`src/verilog/icr_map.vh`:
```
// Register offsets, field positions and reset values of the interpolator configuration bank.
`ifndef ICR_MAP_VH
`define ICR_MAP_VH

// Byte addresses of the two configuration words.
`define ICR_MAIN_ADDR        8'h00
`define ICR_AUX_ADDR         8'h10
`define ICR_WORD_MASK        8'hFC

// Fields of the main configuration word.
`define ICR_M_IR_LSB         0
`define ICR_M_ZPW_BIT        4
`define ICR_M_REFDIS_BIT     5
`define ICR_M_MODE_LSB       6
`define ICR_M_TPP_LSB        8
`define ICR_M_TPP_MSB_BIT    10
`define ICR_M_RSV_BIT        11
`define ICR_M_DHE_BIT        12
`define ICR_M_GAIN_LSB       14

// Fixed reset value of the main word; strap fields are merged in after reset release.
`define ICR_MAIN_RESET       32'h007F0000
`define ICR_AUX_RESET        32'h00000000

// Fields of the aux configuration word.
`define ICR_A_TIMER_LSB      0
`define ICR_A_PRESC_LSB      8
`define ICR_A_SYNC_LSB       10
`define ICR_A_IMMED_BIT      15
`define ICR_A_CORRECTION_LOOP_DISABLE_BIT     16
`define ICR_A_GSET_LSB       17
`define ICR_A_OSET_LSB       19
`define ICR_A_PH_LSB         24
`define ICR_A_PHR_BIT        30
`define ICR_AUX_WMASK        32'h7F1FFFFF

// Index pulse widths in increments.
`define ICR_ZPW_NARROW       3'h1
`define ICR_ZPW_WIDE         3'h4

`endif

```
`src/verilog/icr_config_regs.v`:
```
// Configuration register bank of the interpolator with read capture and timer.
// Notes on behaviour
// - Bit 10 is edge interval select MSB.
// - Index pulse one or four increments wide.
// - Bits 3..0 are rate, reset from straps.
// - Aux word read whole, written byte-wise.
// - Immediate capture ignores offset; else offset-shifted.
// - Timer period value plus one; zeros disable.
// - Disable bit stops gain and offset loops.
`timescale 1ns/1ps
`default_nettype none
`include "icr_map.vh"

module icr_config_regs
(
    input  wire        mclk,
    input  wire        rstn,
    input  wire        reg_wr,
    input  wire [7:0]  reg_waddr,
    input  wire [7:0]  reg_wdata,
    input  wire        reg_rd,
    input  wire [7:0]  reg_raddr,
    output reg  [31:0] reg_rdata_q,
    output reg         reg_rvalid_q,
    input  wire [3:0]  strap_rate,
    input  wire        strap_zpw,
    input  wire        strap_refdis,
    input  wire [1:0]  strap_mode,
    input  wire [1:0]  strap_tpp,
    input  wire        strap_filt,
    input  wire [1:0]  strap_gain,
    input  wire        capture_cmd,
    input  wire        sample_tick,
    input  wire [31:0] capture_src,
    output reg  [31:0] capture_hold_q,
    output reg         capture_done_q,
    input  wire [3:0]  prescale_tick,
    output wire        timer_expire_q,
    output wire        timer_active_q,
    output reg  [2:0]  min_edge_interval_q,
    output reg  [2:0]  zero_pulse_incr_q,
    output reg  [3:0]  interp_rate_q,
    output reg         gain_loop_run_q,
    output reg         offset_loop_run_q,
    output reg  [1:0]  amplitude_loop_settle_sel_q,
    output reg  [1:0]  offset_loop_settle_sel_q,
    output reg  [5:0]  phase_trim_value_q,
    output reg         phase_trim_range_sel_q
);

    reg  [31:0] main_config_word_q;
    reg  [31:0] aux_config_word_q;
    reg         straps_taken_q;
    reg         cap_armed_q;
    reg         cap_wait_q;
    reg  [4:0]  cap_cnt_q;
    wire [31:0] main_config_word_d;
    wire [31:0] aux_config_word_d;
    wire [31:0] strap_word;
    wire        immediate_read_capture;
    wire [4:0]  read_sync_offset;
    wire        main_hit;
    wire        aux_hit;
    wire [1:0]  lane;
    wire [3:0]  lane_sel;
    wire [31:0] aux_wmask;

    // Word decode on byte address bits 7..2 only; bits 1..0 pick the byte lane.
    assign main_hit  = reg_wr && ((reg_waddr & `ICR_WORD_MASK) == `ICR_MAIN_ADDR);
    assign aux_hit   = reg_wr && ((reg_waddr & `ICR_WORD_MASK) == `ICR_AUX_ADDR);
    assign lane      = reg_waddr[1:0];
    assign lane_sel  = 4'h1 << lane;
    assign aux_wmask = `ICR_AUX_WMASK;

    // Strap fields laid over the fixed reset value of the main word.
    assign strap_word = `ICR_MAIN_RESET
                      | ({28'h0000000, strap_rate} << `ICR_M_IR_LSB)
                      | ({31'h00000000, strap_zpw} << `ICR_M_ZPW_BIT)
                      | ({31'h00000000, strap_refdis} << `ICR_M_REFDIS_BIT)
                      | ({30'h00000000, strap_mode} << `ICR_M_MODE_LSB)
                      | ({30'h00000000, strap_tpp} << `ICR_M_TPP_LSB)
                      | ({31'h00000000, strap_filt} << `ICR_M_RSV_BIT)
                      | ({31'h00000000, strap_filt} << `ICR_M_DHE_BIT)
                      | ({30'h00000000, strap_gain} << `ICR_M_GAIN_LSB);

    ////////////////////////////////////////////////////////////////////////
    // Byte lanes: each write updates one byte, lowest byte at lowest address.
    genvar gi;
    generate
        for (gi = 0; gi < 4; gi = gi + 1)
        begin : g_lane
            assign main_config_word_d[gi*8 +: 8] =
                (main_hit && lane_sel[gi]) ? reg_wdata : main_config_word_q[gi*8 +: 8];
            assign aux_config_word_d[gi*8 +: 8] =
                ((aux_hit && lane_sel[gi]) ? reg_wdata : aux_config_word_q[gi*8 +: 8])
                & aux_wmask[gi*8 +: 8];
        end
    endgenerate

    ////////////////////////////////////////////////////////////////////////
    // Register storage; straps are caught on the first edge after reset release,
    // since an asynchronous reset may only load constants.
    always @(posedge mclk or negedge rstn)
    begin
        if (!rstn)
        begin
            main_config_word_q <= `ICR_MAIN_RESET;
            aux_config_word_q  <= `ICR_AUX_RESET;
            straps_taken_q     <= 1'b0;
        end
        else
        begin
            straps_taken_q <= 1'b1;
            if (!straps_taken_q)
            begin
                main_config_word_q <= strap_word;
            end
            else
            begin
                main_config_word_q <= main_config_word_d;
            end
            aux_config_word_q <= aux_config_word_d;
        end
    end

    ////////////////////////////////////////////////////////////////////////
    // Register reads answer one cycle later; unmapped addresses read zero.
    always @(posedge mclk or negedge rstn)
    begin
        if (!rstn)
        begin
            reg_rdata_q  <= 32'h00000000;
            reg_rvalid_q <= 1'b0;
        end
        else
        begin
            reg_rvalid_q <= reg_rd;
            if (reg_rd)
            begin
                if (reg_raddr == `ICR_AUX_ADDR)
                begin
                    reg_rdata_q <= aux_config_word_q;
                end
                else if (reg_raddr == `ICR_MAIN_ADDR)
                begin
                    reg_rdata_q <= main_config_word_q;
                end
                else
                begin
                    reg_rdata_q <= 32'h00000000;
                end
            end
        end
    end

    ////////////////////////////////////////////////////////////////////////
    // Decoded configuration outputs, each held in a flip-flop.
    always @(posedge mclk or negedge rstn)
    begin
        if (!rstn)
        begin
            min_edge_interval_q         <= 3'h0;
            zero_pulse_incr_q           <= `ICR_ZPW_NARROW;
            interp_rate_q               <= 4'h0;
            gain_loop_run_q             <= 1'b0;
            offset_loop_run_q           <= 1'b0;
            amplitude_loop_settle_sel_q <= 2'h0;
            offset_loop_settle_sel_q    <= 2'h0;
            phase_trim_value_q          <= 6'h00;
            phase_trim_range_sel_q      <= 1'b0;
        end
        else
        begin
            min_edge_interval_q <= main_config_word_q[`ICR_M_TPP_LSB +: 3];
            zero_pulse_incr_q   <= main_config_word_q[`ICR_M_ZPW_BIT] ?
                                   `ICR_ZPW_WIDE : `ICR_ZPW_NARROW;
            interp_rate_q       <= main_config_word_q[`ICR_M_IR_LSB +: 4];
            gain_loop_run_q     <= ~aux_config_word_q[`ICR_A_CORRECTION_LOOP_DISABLE_BIT];
            offset_loop_run_q   <= ~aux_config_word_q[`ICR_A_CORRECTION_LOOP_DISABLE_BIT];
            amplitude_loop_settle_sel_q <= aux_config_word_q[`ICR_A_GSET_LSB +: 2];
            offset_loop_settle_sel_q    <= aux_config_word_q[`ICR_A_OSET_LSB +: 2];
            phase_trim_value_q     <= aux_config_word_q[`ICR_A_PH_LSB +: 6];
            phase_trim_range_sel_q <= aux_config_word_q[`ICR_A_PHR_BIT];
        end
    end

    assign immediate_read_capture = aux_config_word_q[`ICR_A_IMMED_BIT];
    assign read_sync_offset       = aux_config_word_q[`ICR_A_SYNC_LSB +: 5];

    ////////////////////////////////////////////////////////////////////////
    // Read capture: immediate, or offset plus one clocks after the next sample tick.
    // A new command while one is pending restarts the wait; the older one is dropped.
    always @(posedge mclk or negedge rstn)
    begin
        if (!rstn)
        begin
            capture_hold_q <= 32'h00000000;
            capture_done_q <= 1'b0;
            cap_armed_q    <= 1'b0;
            cap_wait_q     <= 1'b0;
            cap_cnt_q      <= 5'h00;
        end
        else
        begin
            capture_done_q <= 1'b0;
            if (capture_cmd && immediate_read_capture)
            begin
                capture_hold_q <= capture_src;
                capture_done_q <= 1'b1;
                cap_armed_q    <= 1'b0;
                cap_wait_q     <= 1'b0;
            end
            else if (capture_cmd)
            begin
                cap_armed_q <= 1'b1;
                cap_wait_q  <= 1'b0;
            end
            else if (cap_armed_q && sample_tick)
            begin
                cap_armed_q <= 1'b0;
                cap_wait_q  <= 1'b1;
                cap_cnt_q   <= read_sync_offset;
            end
            else if (cap_wait_q)
            begin
                if (cap_cnt_q == 5'h00)
                begin
                    capture_hold_q <= capture_src;
                    capture_done_q <= 1'b1;
                    cap_wait_q     <= 1'b0;
                end
                else
                begin
                    cap_cnt_q <= cap_cnt_q - 5'h01;
                end
            end
        end
    end

    ////////////////////////////////////////////////////////////////////////
    // Timer driven by the aux word's prescale and value fields.
    icr_timer u_timer
    (
        .mclk          (mclk),
        .rstn          (rstn),
        .prescale_sel  (aux_config_word_q[`ICR_A_PRESC_LSB +: 2]),
        .timer_value   (aux_config_word_q[`ICR_A_TIMER_LSB +: 8]),
        .prescale_tick (prescale_tick),
        .expire_q      (timer_expire_q),
        .active_q      (timer_active_q)
    );

endmodule // icr_config_regs

`default_nettype wire

```
`src/verilog/icr_timer.v`:
```
// Programmable timer: period is (value + 1) prescaler ticks.
`timescale 1ns/1ps
`default_nettype none

module icr_timer
(
    input  wire        mclk,
    input  wire        rstn,
    input  wire [1:0]  prescale_sel,
    input  wire [7:0]  timer_value,
    input  wire [3:0]  prescale_tick,
    output reg         expire_q,
    output reg         active_q
);

    reg  [7:0] cnt_q;
    wire       enable;
    wire       tick;

    // Both fields at zero park the timer.
    assign enable = (prescale_sel != 2'h0) || (timer_value != 8'h00);
    assign tick   = prescale_tick[prescale_sel];

    ////////////////////////////////////////////////////////////////////////
    // Count prescaler ticks; the count restarts after value + 1 ticks.
    always @(posedge mclk or negedge rstn)
    begin
        if (!rstn)
        begin
            cnt_q    <= 8'h00;
            expire_q <= 1'b0;
            active_q <= 1'b0;
        end
        else
        begin
            active_q <= enable;
            expire_q <= 1'b0;
            if (!enable)
            begin
                cnt_q <= 8'h00;
            end
            else if (tick)
            begin
                if (cnt_q >= timer_value)
                begin
                    cnt_q    <= 8'h00;
                    expire_q <= 1'b1;
                end
                else
                begin
                    cnt_q <= cnt_q + 8'h01;
                end
            end
        end
    end

endmodule // icr_timer

`default_nettype wire
```
`config.mk`:
```
export PLATFORM = sky130hd
export DESIGN_NAME = icr_config_regs
export DESIGN_NICKNAME = d
export VERILOG_FILES = /design/src/verilog/icr_config_regs.v /design/src/verilog/icr_timer.v
export VERILOG_INCLUDE_DIRS = /design/src /design/src/verilog
export SDC_FILE = /design/constraint.sdc
export NUM_CORES = 1
export LEC_CHECK = 0
export BUFFER_PORTS_ARGS = -buffer_cell sky130_fd_sc_hd__clkbuf_2
export CAP_MARGIN = 20
export CORE_MARGIN = 10
export CORE_UTILIZATION = 30
export CTS_CLUSTER_DIAMETER = 50
export DETAILED_ROUTE_END_ITERATION = 6
export PLACE_DENSITY = 0.55
export SLEW_MARGIN = 20
export SYNTH_ARGS = -nofsm -noshare
export SYNTH_HDL_FRONTEND = slang
export SYNTH_SLANG_ARGS = --single-unit
```
`constraint.sdc`:
```
create_clock -name mclk -period 2.9 [get_ports mclk]
set_input_delay 0.435 -clock mclk [delete_from_list [all_inputs] [get_ports mclk]]
set_output_delay 0.435 -clock mclk [all_outputs]
set_load 0.02 [all_outputs]
```
== Yosys cells after proc, flatten, opt, wreduce, memory -nomap -nowiden ==
Index checks and enable logic that the tools add are counted.

* Word-level logic and storage cells: 113
* Input port bits: 79
* Output and inout port bits: 91
* Register bits after elaboration: 166

* Bitwise operators: 10
* Reduce and logical (&&, ||, !) cells: 24
* Multiplexer cells: 37
* Shifts and indexed selects: 1
* Add/sub/neg operators: 2
* $lt $le $gt $ge: 2
* Equality and inequality tests: 10

{| class="wikitable"
|+ Operator list
! kind !! number
|-
| 2-to-1 mux 32 bit || 8
|-
| 2-to-1 mux 8 bit || 7
|-
| bitwise OR 23 x 10 -> 23 bit || 1
|-
| bitwise OR 23 x 12 -> 23 bit || 1
|-
| bitwise OR 23 x 13 -> 23 bit || 1
|-
| bitwise OR 23 x 16 -> 23 bit || 1
|-
| bitwise OR 23 x 5 -> 23 bit || 1
|-
| bitwise OR 23 x 6 -> 23 bit || 1
|-
| bitwise OR 23 x 8 -> 23 bit || 1
|-
| 2-to-1 mux 1 bit || 17
|-
| logical NOT 8 bit || 2
|-
| 2-to-1 mux 5 bit || 3
|-
| logical AND 1 bit || 12
|-
| inequality test 2 x 1 -> 1 bit (second input constant) || 5
|-
| adder 8 x 1 -> 8 bit (second input constant) || 1
|-
| == test 8 x 5 -> 1 bit (second input constant) || 1
|-
| greater-or-equal comparator 8 bit || 1
|-
| AND reduction 4 bit || 2
|-
| nonzero test 2 bit || 4
|-
| nonzero test 8 bit || 1
|-
| == test 6 x 3 -> 1 bit (second input constant) || 1
|-
| inequality test 2 bit (second input constant) || 3
|-
| logical NOT 5 bit || 1
|-
| subtractor 5 x 1 -> 5 bit (second input constant) || 1
|-
| other kinds (7) || 9
|}

== Depth between registers and ports, before layout ==
Gate-level depths: netlist (run 1).

* Word-level depth: 8
* Gate-level depth with buffers: 7

== Hierarchy ==
A second synthesis (run 1) with hierarchy kept.

* Cells, all modules: 596
* Area total of the unflattened synthesis: 7226.9 um2

{| class="wikitable"
|+ By module, submodules not included
! module !! area each (um2) !! cells each !! instances
|-
| icr_config_regs || 6432.4 || 511 || 1
|-
| icr_timer || 794.5 || 85 || 1
|}

== Worst setup path before layout (run 1) ==
OpenSTA, ideal clock, no wires.

* Path kind: register to register
* From: register u_timer.cnt_q[6]
* To: register u_timer.cnt_q[7]
* Period minus slack after synthesis: 1.818 ns
* Arrival time: 1.673 ns
* Cell stages (with the launch flop): 7
* Setup slack: 1.082 ns
* Cell sequence: dfrtp_1 ha_1 a21oi_1 a21boi_0 a21oi_1 a31oi_1 a21oi_1

* Cells in the longest elaborated chain, start to end: 4

{| class="wikitable"
|+ Ends and longest elaborated chain
! element !! RTL line !! RTL
|-
| start: declaration || icr_timer.v:16 || <nowiki>reg [7:0] cnt_q;</nowiki>
|-
| start signal: assignment || icr_timer.v:51 || <nowiki>cnt_q <= cnt_q + 8'h01;</nowiki>
|-
| adder 8 x 1 -> 8 bit / greater-or-equal comparator 8 bit (equally long branches) || icr_timer.v:51, icr_timer.v:44 ||
|-
| 2-to-1 mux 8 bit * || icr_timer.v:44 || <nowiki>if (cnt_q >= timer_value)</nowiki>
|-
| 2-to-1 mux 8 bit * || icr_timer.v:42 || <nowiki>else if (tick)</nowiki>
|-
| 2-to-1 mux 8 bit * || icr_timer.v:38 || <nowiki>if (!enable)</nowiki>
|}

Every way passes the cells marked *; elsewhere a longest branch is shown, timed or not. The select of a mux whose other input is x is not followed.
A chain may end at the register's enable or synchronous reset.

== Worst setup path after layout (run 1) ==
* From: register aux_config_word_q[3]
* To: register u_timer.cnt_q[4]

* Cells in the longest elaborated chain, start to end: 4

{| class="wikitable"
|+ Ends and longest elaborated chain
! element !! RTL line !! RTL
|-
| start: declaration || icr_config_regs.v:52 || <nowiki>reg [31:0] aux_config_word_q;</nowiki>
|-
| start signal: assignment || icr_config_regs.v:108 || <nowiki>aux_config_word_q <= `ICR_AUX_RESET;</nowiki>
|-
| start signal: assignment || icr_config_regs.v:122 || <nowiki>aux_config_word_q <= aux_config_word_d;</nowiki>
|-
| greater-or-equal comparator 8 bit || icr_timer.v:44 ||
|-
| 2-to-1 mux 8 bit || icr_timer.v:44 ||
|-
| 2-to-1 mux 8 bit || icr_timer.v:42 ||
|-
| 2-to-1 mux 8 bit || icr_timer.v:38 ||
|}

Several ways; a longest one is shown, not always the timed one. The select of a mux whose other input is x is not followed.

==> impl_metrics.json, run 1 <==
{
  "status": "finished, final reports clean",
  "dieArea_sq_um": 29800,
  "synth_edf_count": 0,
  "place_area_sq_um": 8230,
  "synth-seq-cells": 165,
  "yosysSeqAreaShare": 0.592,
  "routed_wl_microns": 18900,
  "fillerInstances": 2253,
  "synth_top_flop_cell": "dfrtp_1",
  "p_leak_nw": 4.25,
  "drc": 0,
  "ant_nets": 0,
  "powerDensity_nw_per_um2": 695,
  "dieWidth_microns": 173,
  "report.final.slew_viol_count": 0,
  "tritoncts": "yes",
  "clk-insertion-delay-late_ns": 0.42,
  "path_cells": "inv_1, ha_1, nor4_1, o21ai_0, a21oi_1, nand3_1, a31oi_1",
  "critPathTopFamily": "compound AO/OA/AOI/OAI gates",
  "grt_overflow": 0,
  "dieHeight_microns": 173,
  "vias": 4784,
  "worstMarginPinSlew_ns": 0.793,
  "hold_violations": 0,
  "drive_gt1_frac": 0.386,
  "antenna_found_initial": 0,
  "critPathCaptureType": "flip-flop",
  "cp.required_ns": 3.24,
  "grt_max_degree": 78,
  "area_delta_synth_final_pct": 25.7,
  "holdWs_ns": 0.0475,
  "seqCellArea_sq_um": 4140,
  "drtIter0Drc": 212,
  "clockRootBuffer": "clkbuf_16",
  "max-slew-margin-rel": 0.471,
  "final_cell_mix": "clkbuf_2 (167), dfrtp_1 (157), mux2i_1 (64)",
  "io_pins": 170,
  "grt_use_total": 0.127,
  "clock-sinks": 165,
  "hp-class": "primary input to async pin",
  "postSynthAreaPerCell_sq_um": 12.4,
  "grt_pass1_wl_microns": 30100,
  "worstPathMaxFanout": 6,
  "path_clk_slew_ns": 0.06,
  "drv_cap": 0,
  "start_kind": "flip-flop",
  "seq_power_share": 0.454,
  "htreeDepth": 4,
  "core_area_sq_um": 22800,
  "internal-power_mw": 4.32,
  "crit_type": "flip-flop to flip-flop",
  "yosys_warnings": 0,
  "max_freq_ghz": 0.470,
  "p_clk_frac": 0.347,
  "synth_cells": 564,
  "postSynthNetCount": 654,
  "first_global_vias": 4954,
  "ir_drop_uv": 290,
  "viasPerCell": 4.50,
  "setup_tns_ns": 0,
  "io_buffers": 168,
  "hold_buffers": 0,
  "syn-cell-area_sq_um": 6990,
  "layout_min_cycle_time_ns": 2.13,
  "skew_ns": 0.00798,
  "multiInputGateArea_sq_um": 2540,
  "final_common_cell": "clkbuf_2",
  "cts_resized": 0,
  "dr.pass1.iters": 4,
  "rsz0062_at_grt": "false",
  "wl_per_cell_microns": 17.8,
  "crit_start": "aux_config_word_q[3]$_DFFE_PN0P_",
  "finalNetCount": 827,
  "finalSetupViolCount": 0,
  "cp_num_buf_inv": 1,
  "ys_async_sr_fraction": 1.00,
  "final_core_util": 0.386,
  "final_area_sq_um": 8780,
  "clock_path_buffers": 2,
  "p_sw_frac": 0.293,
  "rr_startpoint": "aux_config_word_q[3]$_DFFE_PN0P_",
  "switchingPower_mw": 1.78,
  "yosysUniqueCellTypes": 46,
  "cts_setup_buffers": 0,
  "rows": 55,
  "period_share": 0.734,
  "cts_made_buffers": 17,
  "slowest_delay_ns": 0.51,
  "critPathSlowestCell": "a21oi_1",
  "place_hpwl_microns": 13800,
  "p_comb_frac": 0.199,
  "start_util": 0.307,
  "gp_congestion": 0.780,
  "worstPathArrival_ns": 2.47
}
-- sequential cells by signal (all words and copies together) (netlist names), 2 cells and up --
register	count
aux_config_word_q	28
cap_cnt_q	5
min_edge_interval_q	3
zero_pulse_incr_q	2
reg_rdata_q	32
amplitude_loop_settle_sel_q	2
main_config_word_q	32
phase_trim_value_q	6
u_timer.cnt_q	8
interp_rate_q	4
capture_hold_q	32
offset_loop_settle_sel_q	2
-- per-stage QoR --
| stage | power [mW] | setup slack (ns) | instances |
|---|---|---|---|
| floorplan | 3.54 | 1.08 | 564 |
| global placement | 4.04 | 0.735 | 1031 |
| detailed placement | 4.06 | 0.707 | 1031 |
| CTS | 6.20 | 0.762 | 1062 |
| global route | 6.42 | 0.566 | 1062 |
| finish | 6.10 | 0.771 | 1063 |
-- worst register-to-register path, stage by stage, from the launching register on --
cell,delay (ns)
dfrtp_1,0.37
inv_1,0.08
ha_1,0.21
nor4_1,0.26
o21ai_0,0.27
a21oi_1,0.51
nand3_1,0.15
a31oi_1,0.20
-- final cells by class --
cell class	count	share of cell area
inverter	48	0.0205
clock buffer	23	0.0533
timing repair buffer	181	0.112
tap	313	0.0446
sequential	165	0.471
antenna	1	0.000285
clock inverter	8	0.00883
multi-input combinational	324	0.289
-- per-layer routing --
layer  global-route usage  up-vias  part of all wire  routed length, microns
met3               0.0464       16             0.074                    1400
li1                     -     2306                 -                       -
met2                0.192      151              0.45                    8420
met5                    0        -                 0                       0
met4               0.0381        0             0.012                     220
met1                0.167     2311              0.47                    8850
-- synthesized netlist by cell type, types with 6 or more instances --
library cell	count	area [sq um]
mux2i_1	64	641
inv_1	48	180
dfstp_2	8	210
o21ai_0	11	55.1
clkbuf_1	13	48.8
dfrtp_1	157	3930
ha_1	11	138
nor2b_1	13	81.3
nand2_1	28	105
a21oi_1	28	140
buf_2	6	30.0
mux2_2	60	676
nand3_1	11	55.1
o22ai_1	29	181
nor2_1	24	90.1
-- power by group through the flow --
stage / Clock [mW] / Sequential [mW] / Combinational (mW)
2_1_floorplan: 0 / 3.08 / 0.462
3_3_place_gp: 0 / 2.80 / 1.24
3_5_place_dp: 0 / 2.81 / 1.24
4_1_cts: 2.18 / 2.77 / 1.24
5_1_grt: 2.27 / 2.81 / 1.33
6_report: 2.12 / 2.77 / 1.22
-- kinds of logic (layout without fill, tap and decap cells) --
| group | Yosys count | in the layout | synth area share |
|---|---|---|---|
| compound gates | 80 | 80 | 0.0688 |
| fa+ha+maj | 11 | 11 | 0.0197 |
| buf+inv | 75 | 260 | 0.0446 |
| flops | 165 | 165 | 0.592 |
| mux | 125 | 125 | 0.191 |
| other cells | 2 | 3 | 0.00107 |
| simple gates | 106 | 106 | 0.0829 |
-- path summary, 6_finish.rpt --
check	to	slack (ns)	cells past startpoint
worst max-delay path	u_timer.cnt_q[4]$_DFFE_PN0P_	0.77	7
worst min-delay path	min_edge_interval_q[2]$_DFF_PN0_	0.05	1
worst max register to register	u_timer.cnt_q[4]$_DFFE_PN0P_	0.77	7
worst min register to register	phase_trim_value_q[2]$_DFF_PN0_	0.40	0
max in group asynchronous	main_config_word_q[18]$_DFFE_PN1P_	2.06	2
min in group mclk	capture_hold_q[1]$_DFFE_PN0P_	0.24	2
Note: power is estimated with default switching activity, not from simulation.
==> inputs of run 2 (changes only) <==
--- a/config.mk
+++ b/config.mk
@@ -6,6 +6,7 @@
 export SDC_FILE = /design/constraint.sdc
 export NUM_CORES = 1
 export LEC_CHECK = 0
+export ABC_AREA = 1
 export BUFFER_PORTS_ARGS = -buffer_cell sky130_fd_sc_hd__clkbuf_2
 export CAP_MARGIN = 20
 export CORE_MARGIN = 10
==> constraint.sdc (replaced) <==
create_clock -name mclk -period 2.1 [get_ports mclk]
set_input_delay 0.315 -clock mclk [delete_from_list [all_inputs] [get_ports mclk]]
set_output_delay 0.315 -clock mclk [all_outputs]
set_load 0.02 [all_outputs]
==> run 2 against run 1 <==
Compared with the run above: global-route usage increased by 0.72 points; combinational power increased by 63%; critical endpoint is now cap_cnt_q[1]$_DFFE_PN0P_; non-clock buffer count unchanged; synthesized cell count increased by 40%; die area increased by 0.43%; flip-flop and latch count unchanged.
==> impl_metrics.json, run 2 <==
{
  "routed_wl_microns": 20100,
  "period_share": 0.831,
  "start_util": 0.307,
  "first_global_vias": 5719,
  "synth_most_common_cell": "nand2_1",
  "vias": 5815,
  "internal-power_mw": 5.97,
  "rr_startpoint": "cap_cnt_q[0]$_DFFE_PN0P_",
  "htreeDepth": 4,
  "core_area_sq_um": 22800,
  "status": "finished, final reports clean",
  "reg.largest.list": "capture_hold_q (32), main_config_word_q (32), reg_rdata_q (32)",
  "clock-sinks": 165,
  "yosys_warnings": 0,
  "rsz0062_at_grt": "false",
  "gp_congestion": 0.840,
  "cp.required_ns": 2.41,
  "critPathTopFamily": "compound AO/OA/AOI/OAI gates",
  "final_cell_mix": "nand2_1 (199), clkbuf_2 (167), dfrtp_1 (157)",
  "max-slew-margin-rel": 0.438,
  "postSynthNetCount": 881,
  "p_sw_frac": 0.343,
  "io_pins": 170,
  "path_clk_slew_ns": 0.07,
  "synth_cells": 791,
  "clock_path_buffers": 2,
  "yosysSeqAreaShare": 0.590,
  "skew_ns": 0.0163,
  "drtIter0Drc": 412,
  "cp_num_buf_inv": 2,
  "viasPerCell": 4.53,
  "synth_top_flop_cell": "dfrtp_1",
  "drive_gt1_frac": 0.236,
  "final_area_sq_um": 8860,
  "rows": 55,
  "p_leak_nw": 4.44,
  "setup_tns_ns": 0,
  "path_cells": "inv_1, ha_1, nand3_1, o21ai_1, clkinv_1, o211ai_1, o21ai_0",
  "tritoncts": "yes",
  "place_area_sq_um": 8250,
  "switchingPower_mw": 3.12,
  "cts_made_buffers": 17,
  "layout_min_cycle_time_ns": 1.74,
  "clockRootBuffer": "clkbuf_16",
  "drc": 0,
  "place_hpwl_microns": 15000,
  "holdPathStages": 3,
  "slowest_delay_ns": 0.39,
  "critPathCaptureType": "flip-flop",
  "critPathSlowestCell": "dfrtp_1",
  "final_common_cell": "nand2_1",
  "grt_overflow": 0,
  "cts_setup_buffers": 0,
  "worstPathArrival_ns": 2.05,
  "synth_commonest_cells": "nand2_1 (199), dfrtp_1 (157), inv_1 (98), o21ai_0 (98), nor2_1 (62)",
  "start_kind": "flip-flop",
  "area_delta_synth_final_pct": 26.3,
  "rr_endpoint": "cap_cnt_q[1]$_DFFE_PN0P_",
  "worstPathMaxFanout": 9,
  "report.final.slew_viol_count": 0,
  "finalSetupViolCount": 0,
  "max_freq_ghz": 0.573,
  "finalNetCount": 1049,
  "ir_drop_uv": 463,
  "synthTopCellsByArea": "dfrtp_1 (56%), nand2_1 (11%), o21ai_0 (7.0%)",
  "syn-cell-area_sq_um": 7020,
  "ys_async_sr_fraction": 1.00,
  "wl_per_cell_microns": 15.6,
  "p_comb_frac": 0.219,
  "dr.pass1.iters": 5,
  "dieArea_sq_um": 29900,
  "clk-insertion-delay-late_ns": 0.44,
  "dieWidth_microns": 173,
  "grt_pass1_wl_microns": 32500,
  "r2r_setup_slack_ns": 0.36,
  "yosysTopAreaCell": "dfrtp_1",
  "p_clk_frac": 0.340,
  "seq_power_share": 0.441,
  "io_buffers": 168,
  "antenna_found_initial": 0,
  "synth-seq-cells": 165,
  "hold_end": "capture_hold_q[26]$_DFFE_PN0P_",
  "yosysUniqueCellTypes": 30,
  "ant_nets": 0,
  "grt_max_degree": 66,
  "synth_edf_count": 0,
  "hold_violations": 0,
  "hp-start": "capture_src[26]",
  "worstMarginPinSlew_ns": 0.840,
  "antenna_cells": 0,
  "postSynthAreaPerCell_sq_um": 8.88,
  "drv_cap": 0,
  "grt_use_total": 0.135,
  "reg2reg_depth": 7,
  "hp-class": "primary input to flip-flop",
  "dieHeight_microns": 173,
  "cts_resized": 0,
  "synth.top_cell.area_share": 0.560,
  "crit_type": "flip-flop to flip-flop",
  "powerDensity_nw_per_um2": 1030
}
==> run 2: cell types whose count changed after synthesis, moves of 9 or more <==
| cell | previous run | this run |
|---|---|---|
| mux2_2 | 60 | 0 |
| nor2_1 | 24 | 62 |
| o21ai_0 | 11 | 98 |
| o22ai_1 | 29 | 0 |
| mux2i_1 | 64 | 0 |
| inv_1 | 48 | 98 |
| nor2b_1 | 13 | 0 |
| nand3_1 | 11 | 45 |
| a21oi_1 | 28 | 19 |
| a31oi_1 | 4 | 28 |
| nand2_1 | 28 | 199 |
==> run 2: kinds of logic (layout without fill, tap and decap cells) <==
logic type	count (synthesis)	count (layout)	share of synthesized area
and+or+nand+nor	322	322	0.190
xor gates and xnor gates	3	3	0.00374
other	2	2	0.00107
DFF	165	165	0.590
adders and majority gates	11	11	0.0196
AOI/OAI and AO/OA	155	155	0.119
buffers and inverters	133	314	0.0770
==> run 2: how the worst max path moves through the flow <==
stage | startpoint | endpoint | cells after the start
2_1_floorplan | aux_config_word_q[7]$_DFFE_PN0P_ | u_timer.cnt_q[0]$_DFFE_PN0P_ | 8
3_3_place_gp | aux_config_word_q[3]$_DFFE_PN0P_ | u_timer.cnt_q[2]$_DFFE_PN0P_ | 8
3_5_place_dp | cap_cnt_q[0]$_DFFE_PN0P_ | cap_cnt_q[1]$_DFFE_PN0P_ | 7
4_1_cts | cap_cnt_q[0]$_DFFE_PN0P_ | cap_cnt_q[1]$_DFFE_PN0P_ | 7
5_1_grt | cap_cnt_q[0]$_DFFE_PN0P_ | cap_cnt_q[1]$_DFFE_PN0P_ | 7
6_report | cap_cnt_q[0]$_DFFE_PN0P_ | cap_cnt_q[1]$_DFFE_PN0P_ | 7
==> run 2: final cells by class <==
cell class / count / area [sq um]
fill: 2359 / 14000
clock inverter: 15 / 179
sequential: 165 / 4140
timing repair buffer: 181 / 997
clock buffer: 17 / 425
multi-input combinational: 493 / 2350
tap: 313 / 392
inverter: 101 / 379
==> run 2: worst register-to-register path, cell delays in order, from the launching register on <==
cell,delay [ns]
dfrtp_1,0.39
inv_1,0.12
ha_1,0.16
nand3_1,0.14
o21ai_1,0.29
clkinv_1,0.28
o211ai_1,0.14
o21ai_0,0.11
==> run 2: routing by layer <==
| layer | GRT usage | vias up | part of all wire |
|---|---|---|---|
| met5 | 0 | - | 0 |
| met4 | 0.0320 | 0 | 0.0058 |
| met3 | 0.0473 | 4 | 0.071 |
| met2 | 0.197 | 186 | 0.43 |
| met1 | 0.186 | 2734 | 0.49 |
| li1 | - | 2891 | - |
==> run 2: power by group through the flow <==
stage	clock [mW]	combinational, mW	sequential, mW
after global placement	0	2.01	4.05
after detailed placement	0	2.01	4.07
after floorplan	0	0.714	4.51
after CTS	3.18	2.02	4.01
final	3.09	1.99	4.01
after global routing	3.33	2.24	4.07
==> run 2: stage by stage <==
step	std cells	hold slack, ns	setup WS [ns]	power (mW)	util
6_report	1285	0.0971	0.355	9.09	0.388
3_3_place_gp	1252	0.327	0.400	6.06	0.361
3_5_place_dp	1252	0.326	0.362	6.08	0.361
5_1_grt	1285	0.0859	0.0873	9.64	0.388
4_1_cts	1285	0.0821	0.344	9.22	0.388
2_1_floorplan	791	0.0194	0.674	5.22	-
==> run 2: repair_timing <==
item                                    in CTS  in global routing
endpoints found under the setup margin       0                  0
hold buffers                                 1                  0
endpoints found under the hold margin       52                  0
==> inputs of run 3 (changes only) <==
--- a/config.mk
+++ b/config.mk
@@ -13,7 +13,7 @@
 export CORE_UTILIZATION = 30
 export CTS_CLUSTER_DIAMETER = 50
 export DETAILED_ROUTE_END_ITERATION = 6
-export PLACE_DENSITY = 0.55
+export PLACE_DENSITY = 0.57
 export SLEW_MARGIN = 20
 export SYNTH_ARGS = -nofsm -noshare
 export SYNTH_HDL_FRONTEND = slang
==> constraint.sdc (replaced) <==
create_clock -name mclk -period 1.5 [get_ports mclk]
set_input_delay 0.225 -clock mclk [delete_from_list [all_inputs] [get_ports mclk]]
set_output_delay 0.225 -clock mclk [all_outputs]
set_load 0.02 [all_outputs]
==> run 3 against run 2 <==
Compared with the run above: the run now ends with setup timing left; non-clock buffer count increased by 70; clock power rose by 50%; worst setup slack got worse by 0.37 ns; register-to-register slack worse by 0.37 ns; clock-buffer cell count stayed put; hold slack got worse by 0.081 ns; critical path type unchanged; largest cell class unchanged.
==> impl_metrics.json, run 3 (synthesis gave the netlist of run 2 again) <==
{
  "p_clk_frac": 0.335,
  "final_common_cell": "nand2_1",
  "clockRootBuffer": "clkbuf_16",
  "path_clk_slew_ns": 0.07,
  "violations": "setup timing",
  "cp.required_ns": 1.85,
  "multiInputGateArea_sq_um": 2680,
  "seq_power_share": 0.406,
  "seqCellArea_sq_um": 4140,
  "hp-class": "primary input to flip-flop",
  "p_leak_nw": 5.00,
  "internal-power_mw": 9.16,
  "place_inst": 1291,
  "rsz0062_at_grt": "true",
  "critPathTopFamily": "buffers and inverters",
  "first_global_vias": 6008,
  "start_kind": "flip-flop",
  "grt_overflow": 0,
  "drv_cap": 0,
  "p_comb_frac": 0.260,
  "worstMarginPinSlew_ns": 0.809,
  "place_ws_ns": -0.0919,
  "tritoncts": "yes",
  "io_buffers": 168,
  "wl_per_cell_microns": 16.2,
  "drive_gt1_frac": 0.352,
  "finalSetupViolCount": 3,
  "cp_num_buf_inv": 3,
  "powerDensity_nw_per_um2": 1380,
  "grt_use_total": 0.140,
  "area_delta_synth_final_pct": 42.7,
  "clk-insertion-delay-late_ns": 0.43,
  "status": "complete, but fails checks",
  "dieWidth_microns": 173,
  "dr.pass1.iters": 5,
  "critPathCaptureType": "flip-flop",
  "place_hpwl_microns": 15100,
  "dieArea_sq_um": 29900,
  "drc": 0,
  "routed_wl_microns": 21900,
  "path_cells": "inv_1, ha_4, nand3_4, o31ai_4, buf_12, buf_16, nand2_1, o21ai_1",
  "top_usage_layer": "met2",
  "cts_made_buffers": 17,
  "reg.largest.list": "capture_hold_q (32), main_config_word_q (32), reg_rdata_q (32)",
  "fin_ws_ns": -0.0110,
  "viasPerCell": 4.56,
  "globalRouteMet2Util": 0.215,
  "start_util": 0.307,
  "grt_pass1_wl_microns": 34100,
  "core_area_sq_um": 22800,
  "antenna_cells": 0,
  "switchingPower_mw": 4.69,
  "p_sw_frac": 0.338,
  "final_cell_mix": "nand2_1 (170), clkbuf_2 (167), dfrtp_1 (156)",
  "layout_min_cycle_time_ns": 1.51,
  "vias": 6180,
  "grt_max_degree": 53,
  "layoutNonFillerInstCount": 1355,
  "hold_violations": 0,
  "antenna_found_initial": 0,
  "skew_ns": 0.00990,
  "clock_path_buffers": 2,
  "gp_congestion": 0.827,
  "htreeDepth": 4,
  "rows": 55,
  "crit_type": "flip-flop to flip-flop",
  "holdWs_ns": 0.0158,
  "fillerInstances": 2201,
  "finalNetCount": 1119,
  "io_pins": 170,
  "worstPathArrival_ns": 1.86,
  "slowest_delay_ns": 0.36,
  "use_met1": 0.191,
  "ant_nets": 0,
  "max_freq_ghz": 0.662,
  "clock-sinks": 165,
  "ir_drop_uv": 807,
  "max-slew-margin-rel": 0.459,
  "critPathSlowestCell": "dfrtp_1",
  "period_share": 1.01,
  "report.final.slew_viol_count": 0,
  "worstPathMaxFanout": 16,
  "met3_usage": 0.0440,
  "drtIter0Drc": 378,
  "dieHeight_microns": 173
}
[run 3: cell types whose count changed in the layout (fill, tap and decap cells not counted), moves of 9 or more]
cell | before | now
o21ai_2 | 0 | 20
nand2_2 | 0 | 20
inv_2 | 2 | 12
dlygate4sd3_1 | 1 | 14
nand2_4 | 0 | 9
o21ai_1 | 1 | 13
o21ai_0 | 98 | 66
nand2_1 | 199 | 170
buf_4 | 8 | 48
inv_1 | 98 | 87
[run 3: final timing paths]
kind	depth (start not counted)	slack [ns]	start	endpoint
worst max-delay path	8	-0.01	cap_cnt_q[1]$_DFFE_PN0P_	capture_hold_q[4]$_DFFE_PN0P_
worst min-delay path	3	0.02	capture_src[31]	capture_hold_q[31]$_DFFE_PN0P_
worst max register to register	8	-0.01	cap_cnt_q[1]$_DFFE_PN0P_	capture_hold_q[4]$_DFFE_PN0P_
worst min register to register	0	0.42	main_config_word_q[4]$_DFFE_PN0P_	zero_pulse_incr_q[2]$_DFF_PN0_
max in group asynchronous	3	0.59	rstn	main_config_word_q[21]$_DFFE_PN1P_
min in group asynchronous	2	0.32	rstn	capture_done_q$_DFF_PN0_
[run 3: worst register-to-register path, cell delays in order, from the launching register on]
cell	delay, ns
dfrtp_1	0.36
inv_1	0.11
ha_4	0.15
nand3_4	0.08
o31ai_4	0.22
buf_12	0.20
buf_16	0.17
nand2_1	0.07
o21ai_1	0.08
[run 3: per-layer routing]
layer | part of all wire | wire (microns) | up-vias
li1 | - | - | 3029
met1 | 0.47 | 10200 | 2921
met2 | 0.47 | 10200 | 213
met3 | 0.060 | 1320 | 17
met4 | 0.0072 | 157 | 0
met5 | 0 | 0 | -
[run 3: timing repair]
action,CTS,global route
hold endpoints to repair,42,4
endpoints found under the setup margin,43,51
buffers inserted,1,9
gates resized for setup,17,117
hold buffers,10,4
cloned,2,6
pin swaps,1,14
[run 3: layout make-up]
cell class                      instances  area share
Clock inverter                         15      0.0211
Inverter                              101      0.0382
Multi-Input combinational cell        493       0.267
Timing Repair Buffer                  251       0.179
Tap cell                              313      0.0391
Clock buffer                           17      0.0425
Sequential cell                       165       0.413
[run 3: through the flow]
step / power, mW / cell area (sq um) / setup TNS, ns / utilization
5_1_grt: 14.6 / 10000 / -2.02 / 0.439
3_5_place_dp: 8.66 / 8630 / -1.37 / 0.378
6_report: 13.9 / 10000 / -0.0149 / 0.439
4_1_cts: 13.5 / 9480 / 0 / 0.415
3_3_place_gp: 8.62 / 8630 / -0.587 / 0.378
2_1_floorplan: 7.31 / 7020 / 0 / -
[run 3: power by group through the flow]
| stage | clock (mW) | combinational, mW | sequential (mW) |
|---|---|---|---|
| after floorplan | 0 | 1.00 | 6.31 |
| after global placement | 0 | 2.97 | 5.65 |
| after detailed placement | 0 | 2.99 | 5.68 |
| after CTS | 4.77 | 3.15 | 5.60 |
| after global routing | 4.97 | 3.96 | 5.71 |
| final | 4.63 | 3.60 | 5.62 |
